==> src/inc/rrsx_regs.vh <==
`ifndef RRSX_REGS_VH
`define RRSX_REGS_VH
// ==========================================
// operation codes presented on I_OP
`define RRSX_OP_NONE 4'h0
`define RRSX_OP_INTERRUPT_RETURN 4'h1
`define RRSX_OP_LITERAL_RETURN 4'h2
`define RRSX_OP_RETURN 4'h3
`define RRSX_OP_ROTATE_LEFT 4'h4
`define RRSX_OP_ROTATE_RIGHT 4'h5
`define RRSX_OP_SLEEP 4'h6
`define RRSX_OP_HALT 4'h7
`define RRSX_OP_LITERAL_SUBTRACT 4'h8
`define RRSX_OP_FILE_SUBTRACT 4'h9
`define RRSX_OP_FILE_SUBTRACT_BORROW 4'hA
`define RRSX_OP_LITERAL_XOR 4'hB
`define RRSX_OP_FILE_XOR 4'hC
`define RRSX_OP_CALL 4'hD
// ==========================================
// reset values and timing
`define RRSX_W_RESET 8'h00
`define RRSX_PC_RESET 12'h000
`define RRSX_RETURN_CYCLES 2
`define RRSX_ONE_CYCLE 1
`endif

==> src/hw/rrsx_exec.v <==
`timescale 1ns/1ns
`default_nettype none
`include "rrsx_regs.vh"
module rrsx_exec #(
  parameter STACK_DEPTH = 8,
  parameter PC_WIDTH = 12
) (
  input wire I_CLOCK,
  input wire I_RST,
  input wire [3:0] I_OP,
  input wire I_OP_VALID,
  input wire [7:0] I_LITERAL,
  input wire [7:0] I_FILE_DATA,
  input wire I_DEST,
  input wire [PC_WIDTH-1:0] I_CALL_ADDR,
  input wire I_INT_WAKE,
  input wire I_EXT_WAKE,
  output reg O_BUSY,
  output reg [7:0] O_W,
  output reg O_CARRY,
  output reg O_DIGIT_CARRY,
  output reg O_ZERO,
  output reg O_GLOBAL_INTERRUPT_ENABLE,
  output reg O_POWER_DOWN_FLAG,
  output reg [PC_WIDTH-1:0] O_PC,
  output reg O_PC_LOAD,
  output reg [7:0] O_FILE_WDATA,
  output reg O_FILE_WE,
  output reg O_CORE_CLOCK_STOP,
  output reg O_OSC_STOP,
  output reg O_STACK_OVERFLOW
);
  // ==========================================
  // state
  localparam ST_RUN = 2'b00;
  localparam ST_RET = 2'b01;
  localparam ST_HALT = 2'b10;
  localparam ST_SLEEP = 2'b11;
  localparam SP_W = 4;

  reg [1:0] state_ff;
  reg [PC_WIDTH-1:0] stack_mem [0:STACK_DEPTH-1];
  reg [SP_W-1:0] sp_ff;
  reg [PC_WIDTH-1:0] ret_pc_ff;
  reg ret_gie_ff;

  // ==========================================
  // arithmetic
  wire [7:0] wv = O_W;
  wire [7:0] sub_a = (I_OP == `RRSX_OP_LITERAL_SUBTRACT) ? I_LITERAL : I_FILE_DATA;
  wire borrow_in = (I_OP == `RRSX_OP_FILE_SUBTRACT_BORROW) ? ~O_CARRY : 1'b0;
  // add a + ~w + (1-borrow); carry out set means no borrow
  wire [8:0] sub_full = {1'b0, sub_a} + {1'b0, ~wv} + {8'h00, ~borrow_in};
  wire [4:0] sub_low = {1'b0, sub_a[3:0]} + {1'b0, ~wv[3:0]} + {4'h0, ~borrow_in};
  wire [7:0] rol_v = {I_FILE_DATA[6:0], O_CARRY};
  wire [7:0] ror_v = {O_CARRY, I_FILE_DATA[7:1]};
  wire [7:0] xor_v = wv ^ ((I_OP == `RRSX_OP_LITERAL_XOR) ? I_LITERAL : I_FILE_DATA);
  wire [SP_W-1:0] sp_top = sp_ff - 4'h1;

  // ==========================================
  // single process updating datapath and state
  always @(posedge I_CLOCK) begin
    if (I_RST) begin
      state_ff <= ST_RUN;
      sp_ff <= 4'h0;
      ret_pc_ff <= `RRSX_PC_RESET;
      ret_gie_ff <= 1'b0;
      O_BUSY <= 1'b0;
      O_W <= `RRSX_W_RESET;
      O_CARRY <= 1'b0;
      O_DIGIT_CARRY <= 1'b0;
      O_ZERO <= 1'b0;
      O_GLOBAL_INTERRUPT_ENABLE <= 1'b0;
      O_POWER_DOWN_FLAG <= 1'b0;
      O_PC <= `RRSX_PC_RESET;
      O_PC_LOAD <= 1'b0;
      O_FILE_WDATA <= 8'h00;
      O_FILE_WE <= 1'b0;
      O_CORE_CLOCK_STOP <= 1'b0;
      O_OSC_STOP <= 1'b0;
      O_STACK_OVERFLOW <= 1'b0;
    end else begin
      O_PC_LOAD <= 1'b0;
      O_FILE_WE <= 1'b0;
      case (state_ff)
        ST_RUN: begin
          if (I_OP_VALID) begin
            case (I_OP)
              `RRSX_OP_INTERRUPT_RETURN, `RRSX_OP_LITERAL_RETURN, `RRSX_OP_RETURN: begin
                // first cycle: pop top entry, second cycle loads pc
                ret_pc_ff <= stack_mem[sp_top[2:0]];
                sp_ff <= sp_top;
                ret_gie_ff <= (I_OP == `RRSX_OP_INTERRUPT_RETURN);
                if (I_OP == `RRSX_OP_LITERAL_RETURN)
                  O_W <= I_LITERAL;
                O_BUSY <= 1'b1;
                state_ff <= ST_RET;
              end
              `RRSX_OP_CALL: begin
                // push for subroutine entry; when full the pointer holds, overflow is flagged and entry 0 is overwritten
                stack_mem[sp_ff[2:0]] <= I_CALL_ADDR;
                if (sp_ff == STACK_DEPTH)
                  O_STACK_OVERFLOW <= 1'b1;
                else
                  sp_ff <= sp_ff + 4'h1;
              end
              `RRSX_OP_ROTATE_LEFT: begin
                O_CARRY <= I_FILE_DATA[7];
                O_ZERO <= (rol_v == 8'h00);
                if (I_DEST) begin
                  O_FILE_WDATA <= rol_v;
                  O_FILE_WE <= 1'b1;
                end else
                  O_W <= rol_v;
              end
              `RRSX_OP_ROTATE_RIGHT: begin
                O_CARRY <= I_FILE_DATA[0];
                if (I_DEST) begin
                  O_FILE_WDATA <= ror_v;
                  O_FILE_WE <= 1'b1;
                end else
                  O_W <= ror_v;
              end
              `RRSX_OP_SLEEP: begin
                O_OSC_STOP <= 1'b1;
                O_CORE_CLOCK_STOP <= 1'b1;
                O_POWER_DOWN_FLAG <= 1'b1;
                O_BUSY <= 1'b1;
                state_ff <= ST_SLEEP;
              end
              `RRSX_OP_HALT: begin
                O_CORE_CLOCK_STOP <= 1'b1;
                O_BUSY <= 1'b1;
                state_ff <= ST_HALT;
              end
              `RRSX_OP_LITERAL_SUBTRACT: begin
                O_W <= sub_full[7:0];
                O_CARRY <= sub_full[8];
                O_DIGIT_CARRY <= sub_low[4];
                O_ZERO <= (sub_full[7:0] == 8'h00);
              end
              `RRSX_OP_FILE_SUBTRACT, `RRSX_OP_FILE_SUBTRACT_BORROW: begin
                O_CARRY <= sub_full[8];
                O_DIGIT_CARRY <= sub_low[4];
                O_ZERO <= (sub_full[7:0] == 8'h00);
                if (I_DEST) begin
                  O_FILE_WDATA <= sub_full[7:0];
                  O_FILE_WE <= 1'b1;
                end else
                  O_W <= sub_full[7:0];
              end
              `RRSX_OP_LITERAL_XOR: begin
                O_W <= xor_v;
                O_ZERO <= (xor_v == 8'h00);
              end
              `RRSX_OP_FILE_XOR: begin
                O_ZERO <= (xor_v == 8'h00);
                if (I_DEST) begin
                  O_FILE_WDATA <= xor_v;
                  O_FILE_WE <= 1'b1;
                end else
                  O_W <= xor_v;
              end
              default: begin
              end
            endcase
          end
        end
        ST_RET: begin
          // second cycle of every return
          O_PC <= ret_pc_ff;
          O_PC_LOAD <= 1'b1;
          if (ret_gie_ff)
            O_GLOBAL_INTERRUPT_ENABLE <= 1'b1;
          O_BUSY <= 1'b0;
          state_ff <= ST_RUN;
        end
        ST_HALT: begin
          // internal or external source resumes the core
          if (I_INT_WAKE || I_EXT_WAKE) begin
            O_CORE_CLOCK_STOP <= 1'b0;
            O_BUSY <= 1'b0;
            state_ff <= ST_RUN;
          end
        end
        ST_SLEEP: begin
          // only an external source restarts the oscillator
          if (I_EXT_WAKE) begin
            O_OSC_STOP <= 1'b0;
            O_CORE_CLOCK_STOP <= 1'b0;
            O_BUSY <= 1'b0;
            state_ff <= ST_RUN;
          end
        end
        default: state_ff <= ST_RUN;
      endcase
    end
  end
endmodule // rrsx_exec
`default_nettype wire

==> config.mk <==
export PLATFORM = sky130hd
export DESIGN_NAME = rrsx_exec
export DESIGN_NICKNAME = d
export VERILOG_FILES = /design/src/hw/rrsx_exec.v
export VERILOG_INCLUDE_DIRS = /design/src /design/src/inc
export SDC_FILE = /design/constraint.sdc
export NUM_CORES = 1
export LEC_CHECK = 0
export BUFFER_PORTS_ARGS = -buffer_cell sky130_fd_sc_hd__buf_4
export CELL_PAD_IN_SITES_DETAIL_PLACEMENT = 0
export CELL_PAD_IN_SITES_GLOBAL_PLACEMENT = 1
export CORE_MARGIN = 1
export CORE_UTILIZATION = 50
export CTS_BUF_LIST = sky130_fd_sc_hd__clkbuf_8
export DETAILED_ROUTE_END_ITERATION = 16
export HOLD_SLACK_MARGIN = 0.03
export PLACE_DENSITY = 0.91
export SYNTH_ARGS = -nofsm -noshare
export SYNTH_HDL_FRONTEND = slang
export SYNTH_SLANG_ARGS = --single-unit
export TNS_END_PERCENT = 100
==> constraint.sdc <==
create_clock -name I_CLOCK -period 9.7 [get_ports I_CLOCK]
set_input_delay 1.94 -clock I_CLOCK [delete_from_list [all_inputs] [get_ports I_CLOCK]]
set_output_delay 1.94 -clock I_CLOCK [all_outputs]
set_load 0.02 [all_outputs]
==> impl_results.md, run 1 <==
* Die ar. at 14,900 um^2
* Yosys top cell by area: edfxtp_1
* Req. time, crit path at 10.05 ns
* Max-slew headroom at the worst pin at 0.201
* Vias in the first global route at 4,798
* Starting DRT DRC Count at 480
* Clk_skew at 0.0145 ns
* Flops & latches, synth at 154
* CP arrival at 5.42 ns
* Final Cycle Share at 0.522
* Max Cap Viol at 0
* Initial antenna violation count at 0
* RSZ-0062 raised after global routing: false
* Setup TNS at 0 ns
* R2R Setup Slk at 6.37 ns
* Global-route wire length before repair at 26,700 um
* DR vias at 5,089
* Avg WL per Cell at 20.4 um
* Core Rows at 43
* Synth top cells by count: edfxtp_1, dfxtp_1, nor2_1, nand2_1, a21oi_1
* Util after Layout at 0.596
* Post-CTS Hold Buffers at 0
* Synth area leaders: edfxtp_1, dfxtp_1, mux4_2, mux2i_1, nor2_1
* Gr usage total at 0.244
* CTS tree: yes
* Synth warn at 0
* Final nets at 702
* Syn_nets at 636
* Pin count of the biggest net entering global routing at 64
* Final WL at 17,300 um
* Syn Std Cell Area at 7190 um^2
* R2R cell count at 5
* Maximum VDD drop at 219 uV
* DRT Pass-1 Iters at 7
* Top cell type's share of synthesized area at 0.401
* Gr ovfl total at 0
* Critical path launch point type: primary input
* Antenna Diode Count at 0
* CP Capture Type: flip-flop
* P_leak at 2.96 nW
* Starting Density at 0.516
* Max FO, Critical Path at 20
* Most frequent cell after synthesis: edfxtp_1
* Avg Vias per Cell at 6.02
* Maximum clock path buffer count at 2
* Cell Area, Placed at 7890 um^2
* Clock slew at reported path FFs at 0.09 ns
* Library cells used by synthesis at 66
* CORE AREA at 13,900 um^2
* PwrDens at 170 nW/um^2
* Status: finished clean
* Syn-to-layout area delta at 15.4%
* ANT nets after route at 0
* Num Clock Sinks at 154
* Hold Crit Class: reg2reg
* Syn Area/Cell at 12.3 um^2
* EDFF count, synth at 96
* Final Cell Area at 8300 um^2
* H-tree depth at 4
* Worst hold slack at 0.458 ns
* I/O pin count at 77
* F_max at 197 MHz
* Layout cells sized above 1 at 0.240
* Worst Tran Pin Value at 1.19 ns
* IO buf count at 76
* Sequential fraction of the synthesis area at 0.562
* Hold Fails Final Rpt at 0
* Mapped Cells at 587
* Worst-Skew Late Latency at 0.46 ns
* Post-CTS Setup Inserts at 0
* Setup CP Type: in2reg
* Final Setup Violations at 0
* Detailed Place HPWL at 11,600 um
* WHS Path Cells at 2
* Final Max Slew Viols at 0
* Root Driver: clkbuf_8
* Post-route minimum period at 5.06 ns
* FFs w/ async S/R, synth at 0
* DIE WIDTH at 122 um
* GPL Wtd Cong at 0.894
* Ys flop type: edfxtp_1
* Post-CTS sizing at 0
* TritonCTS Buffers at 17
* DIE HEIGHT at 122 um
* DRC violations left at 0
## path summary, 6_finish.rpt
| kind | start | end |
|---|---|---|
| hold / removal | O_PC[7] | O_PC[7] |
| hold reg to reg | O_PC[7] | O_PC[7] |
| setup reg to reg | sp_ff[0] | ret_pc_ff[4] |
| setup / recovery | I_OP[2] | O_FILE_WDATA[6] |
## sequential cells by signal, summed over array words and instances (netlist names), 2 cells and up
register / flops
O_W: 8
O_FILE_WDATA: 8
stack_mem: 96
ret_pc_ff: 12
state_ff: 2
sp_ff: 4
O_PC: 12
## cell families (layout without fill, tap and decap cells)
family / after synthesis / after routing / share of synthesized area
buffers and inverters: 53 / 132 / 0.0325
DFF: 154 / 154 / 0.562
adders and majority gates: 11 / 11 / 0.0212
xor gates and xnor gates: 21 / 21 / 0.0256
and+or+nand+nor: 171 / 171 / 0.115
muxes: 56 / 56 / 0.121
AOI/OAI and AO/OA: 121 / 121 / 0.122
## where the power goes
part | internal (mW) | total (mW) | switching, mW
Sequential | 0.704 | 0.718 | 0.0144
Clock | 0.219 | 0.494 | 0.275
Combinational | 0.0830 | 0.196 | 0.113
## cells in the final DEF, fill, tap and decap left out, types with 6 or more instances in the layout
master,count
a221oi_1,8
a211oi_1,14
mux2_2,9
mux4_2,24
inv_1,16
a311oi_1,8
o21ai_0,9
nor2_1,54
edfxtp_1,96
dfxtp_1,57
nand2b_1,10
a21oi_1,38
a221o_1,6
nor3_1,15
nand2_1,49
ha_1,9
xor2_1,6
buf_4,84
nor2b_1,8
xnor2_1,15
clkbuf_8,17
mux2i_1,23
## per-stage QoR
step,total power [mW],setup slack [ns],instances
detailed placement,0.927,4.17,814
global route,1.46,4.34,846
CTS,1.41,4.66,846
finish,1.41,4.64,846
floorplan,0.862,4.74,587
global placement,0.924,4.24,814
## critical path: stages
cell and delay (ns):
buf_4 0.18, nand2b_1 0.28, nor3_2 0.59, mux2_2 0.42
fa_1 0.41, inv_1 0.08, fa_1 0.19, nand2b_1 0.13
a21oi_1 0.09, o311a_1 0.31, nor3_1 0.37, a21oi_1 0.12
o41ai_1 0.30
## cell type report
class	instances	area [um^2]
clock buffer	17	234
tap	180	225
sequential	154	4050
multi-input combinational	380	2930
clock inverter	15	178
fill	1102	5630
inverter	16	60.1
timing repair buffer	84	631
## layer usage
layer,up-vias,track usage,part of all wire
met2,223,0.360,0.45
met5,-,0,0
met4,0,0.0864,0.015
met3,27,0.0772,0.093
met1,2468,0.338,0.44
li1,2371,-,-
Power figures use the tool's default switching activity.
==> inputs of run 2 (changes only) <==
--- a/config.mk
+++ b/config.mk
@@ -6,15 +6,16 @@
 export SDC_FILE = /design/constraint.sdc
 export NUM_CORES = 1
 export LEC_CHECK = 0
+export ABC_AREA = 1
 export BUFFER_PORTS_ARGS = -buffer_cell sky130_fd_sc_hd__buf_4
 export CELL_PAD_IN_SITES_DETAIL_PLACEMENT = 0
 export CELL_PAD_IN_SITES_GLOBAL_PLACEMENT = 1
 export CORE_MARGIN = 1
-export CORE_UTILIZATION = 50
+export CORE_UTILIZATION = 47
 export CTS_BUF_LIST = sky130_fd_sc_hd__clkbuf_8
 export DETAILED_ROUTE_END_ITERATION = 16
 export HOLD_SLACK_MARGIN = 0.03
-export PLACE_DENSITY = 0.91
+export PLACE_DENSITY = 0.9
 export SYNTH_ARGS = -nofsm -noshare
 export SYNTH_HDL_FRONTEND = slang
 export SYNTH_SLANG_ARGS = --single-unit
==> constraint.sdc (replaced) <==
create_clock -name I_CLOCK -period 4.7 [get_ports I_CLOCK]
set_input_delay 0.94 -clock I_CLOCK [delete_from_list [all_inputs] [get_ports I_CLOCK]]
set_output_delay 0.94 -clock I_CLOCK [all_outputs]
set_load 0.02 [all_outputs]
==> run 2 against run 1 <==
- first-iteration DRC count is 33% higher
- core utilization is 3.2 points lower
- clock skew hardly changed
- via count is 21% higher
- clock-buffer cell count stayed put
- non-clock buffer count is 5 higher
- total power is 120% higher
- critical path depth is 7 higher
- clock power is 110% higher
- sequential share of layout area is 1.6 points lower
- final area is 3.3% higher
- critical path type unchanged
==> impl_results.md, run 2 <==
* Worst Tran Pin Value at 0.922 ns
* Global-route wire length before repair at 29,400 um
* Clk_skew at 0.0146 ns
* Setup TNS at 0 ns
* Logic pwr share at 0.170
* I/O pin count at 77
* Gr usage total at 0.242
* Flops & latches, synth at 154
* Root Driver: clkbuf_8
* Num Clock Sinks at 154
* Die ar. at 16,100 um^2
* Launch point of the worst reg-to-reg path: sp_ff[0]
* Final Cycle Share at 0.728
* Power Internal at 2.06 mW
* RSZ-0062 raised after global routing: false
* Avg WL per Cell at 17.6 um
* NetSw at 0.977 mW
* Synth top cells by count: nand2_1, nor2_1, edfxtp_1, o21ai_0, inv_1
* Most common cell after layout, fill and taps aside: nand2_1
* CP dominant cell by count: nand2_1
* Top cell type's share of synthesized area at 0.393
* CORE AREA at 15,200 um^2
* CTS tree: yes
* Most frequent cells in the layout: nand2_1, nor2_1, edfxtp_1, buf_4, o21ai_0
* R2r endpoint: ret_pc_ff[7]
* Max FO, Critical Path at 16
* Ys flop type: edfxtp_1
* Max reg flops at 96
* Vias in the first global route at 5,483
* Synth warn at 0
* Core Rows at 45
* Post-CTS sizing at 0
* CP Capture Type: flip-flop
* Final Setup Violations at 0
* DIE HEIGHT at 127 um
* Final WL at 19,000 um
* DR vias at 6,134
* Maximum VDD drop at 231 uV
* PwrDens at 354 nW/um^2
* Antenna Diode Count at 0
* Detailed Place HPWL at 12,600 um
* Most frequent cell after synthesis: nand2_1
* Gr ovfl total at 0
* Hold Fails Final Rpt at 0
* Syn_nets at 851
* Max Cap Viol at 0
* Worst setup path endpoint: O_ZERO
* Mapped Cells at 802
* Placed cells at 1,050
* Hold Crit Class: reg2reg
* Syn Area/Cell at 9.16 um^2
* Clk pwr share at 0.338
* DRT Pass-1 Iters at 5
* Max-slew headroom at the worst pin at 0.384
* Starting DRT DRC Count at 637
* Maximum clock path buffer count at 2
* FFs w/ async S/R, synth at 0
* Worst-path cell chain: buf_4, inv_2, nor2_2, buf_4, nand2_1, o21ai_0, fa_1, inv_1, fa_1, inv_1, nand3_1, nand2_1, nand2_1, nand2_1, nand2_1, nor2_1, nand4_1, nand3_1, nand2_1, a21oi_2
* Reg power frac at 0.492
* Layout cells sized above 1 at 0.183
* CP arrival at 3.81 ns
* TritonCTS Buffers at 17
* IO buf count at 76
* Sequential fraction of the synthesis area at 0.551
* H-tree depth at 4
* Post-CTS Setup Inserts at 0
* R2R Setup Slk at 1.58 ns
* Syn-to-layout area delta at 16.8%
* Status: finished clean
* Library cells used by synthesis at 47
* DRC violations left at 0
* Final Max Slew Viols at 0
* Non-filler cells, final at 1,082
* DIE WIDTH at 127 um
* Critical path launch point type: primary input
* EDFF count, synth at 96
* Yosys top cell by area: edfxtp_1
* Synth area leaders: edfxtp_1, dfxtp_1, nand2_1, nor2_1, o21ai_0
* Pin count of the biggest net entering global routing at 52
* Switch share at 0.322
* Req. time, crit path at 5.09 ns
* Crit. Startpoint: I_OP[3]
* GPL Wtd Cong at 0.989
* Post-CTS Hold Buffers at 0
* Final nets at 930
* P_leak at 3.38 nW
* R2R cell count at 9
* Starting Density at 0.483
* Critical-path top delay cell: fa_1
* Syn Std Cell Area at 7340 um^2
* Clock slew at reported path FFs at 0.10 ns
* ANT nets after route at 0
* Avg Vias per Cell at 5.67
* Worst-Skew Late Latency at 0.45 ns
* CP peak stage delay at 0.39 ns
* Initial antenna violation count at 0
* Post-route minimum period at 3.42 ns
* Setup CP Type: in2reg
* F_max at 292 MHz
run 2: worst max-delay path, delay by kind of cell:
family | cells | cell delay [ns]
AOI/OAI and AO/OA | 2 | 0.47
adders and majority gates | 2 | 0.67
buffers and inverters | 5 | 0.56
and+or+nand+nor | 11 | 1.16
run 2: worst min path at each step:
stage                startpoint                         to  slack (ns)  depth (start not counted)
6_report       O_STACK_OVERFLOW           O_STACK_OVERFLOW        0.47                          2
5_1_grt           ret_pc_ff[11]              ret_pc_ff[11]        0.50                          2
4_1_cts         O_FILE_WDATA[0]            O_FILE_WDATA[0]        0.47                          2
3_5_place_dp         ret_gie_ff  O_GLOBAL_INTERRUPT_ENABLE        0.45                          1
3_3_place_gp   O_STACK_OVERFLOW           O_STACK_OVERFLOW        0.44                          2
2_1_floorplan        ret_gie_ff  O_GLOBAL_INTERRUPT_ENABLE        0.44                          1
run 2: power groups by stage:
stage | Combinational, mW | Sequential (mW) | Clock, mW
4_1_cts | 0.510 | 1.49 | 1.05
5_1_grt | 0.571 | 1.50 | 1.10
6_report | 0.517 | 1.49 | 1.03
3_3_place_gp | 0.507 | 1.52 | 0
3_5_place_dp | 0.507 | 1.52 | 0
2_1_floorplan | 0.303 | 1.55 | 0
run 2: logic make-up (layout without fill, tap and decap cells):
group	count (synthesis)	in the layout	share of synthesized area
simple gates	322	322	0.194
compound gates	193	193	0.156
flops	154	154	0.551
buf+inv	106	198	0.0572
mux	12	12	0.0164
fa+ha+maj	11	11	0.0208
xor+xnor	4	4	0.00477
run 2: metal layers:
layer / GRT usage / wire, um / vias up
li1: - / - / 2954
met3: 0.0482 / 1430 / 36
met1: 0.349 / 8780 / 2883
met4: 0.0931 / 391 / 0
met2: 0.360 / 8440 / 261
met5: 0 / 0 / -
run 2: layout make-up:
| class | count | area, um^2 |
|---|---|---|
| clock buffers | 17 | 234 |
| clock inverters | 15 | 195 |
| inverters | 77 | 297 |
| repair buffers | 89 | 668 |
| well taps | 188 | 235 |
| flip-flops and latches | 154 | 4050 |
| multi-input cells | 542 | 2900 |
| fillers | 1360 | 6620 |
run 2: stage by stage:
stage / util / total power, mW / setup WS [ns] / instance area, um^2 / hold WS, ns
final: 0.564 / 3.04 / 1.28 / 8580 / 0.470
after global routing: 0.564 / 3.17 / 0.995 / 8580 / 0.497
after CTS: 0.564 / 3.05 / 1.35 / 8580 / 0.471
after detailed placement: 0.536 / 2.03 / 0.882 / 8150 / 0.447
after global placement: 0.536 / 2.03 / 0.947 / 8150 / 0.441
after floorplan: - / 1.85 / 1.32 / 7340 / 0.437
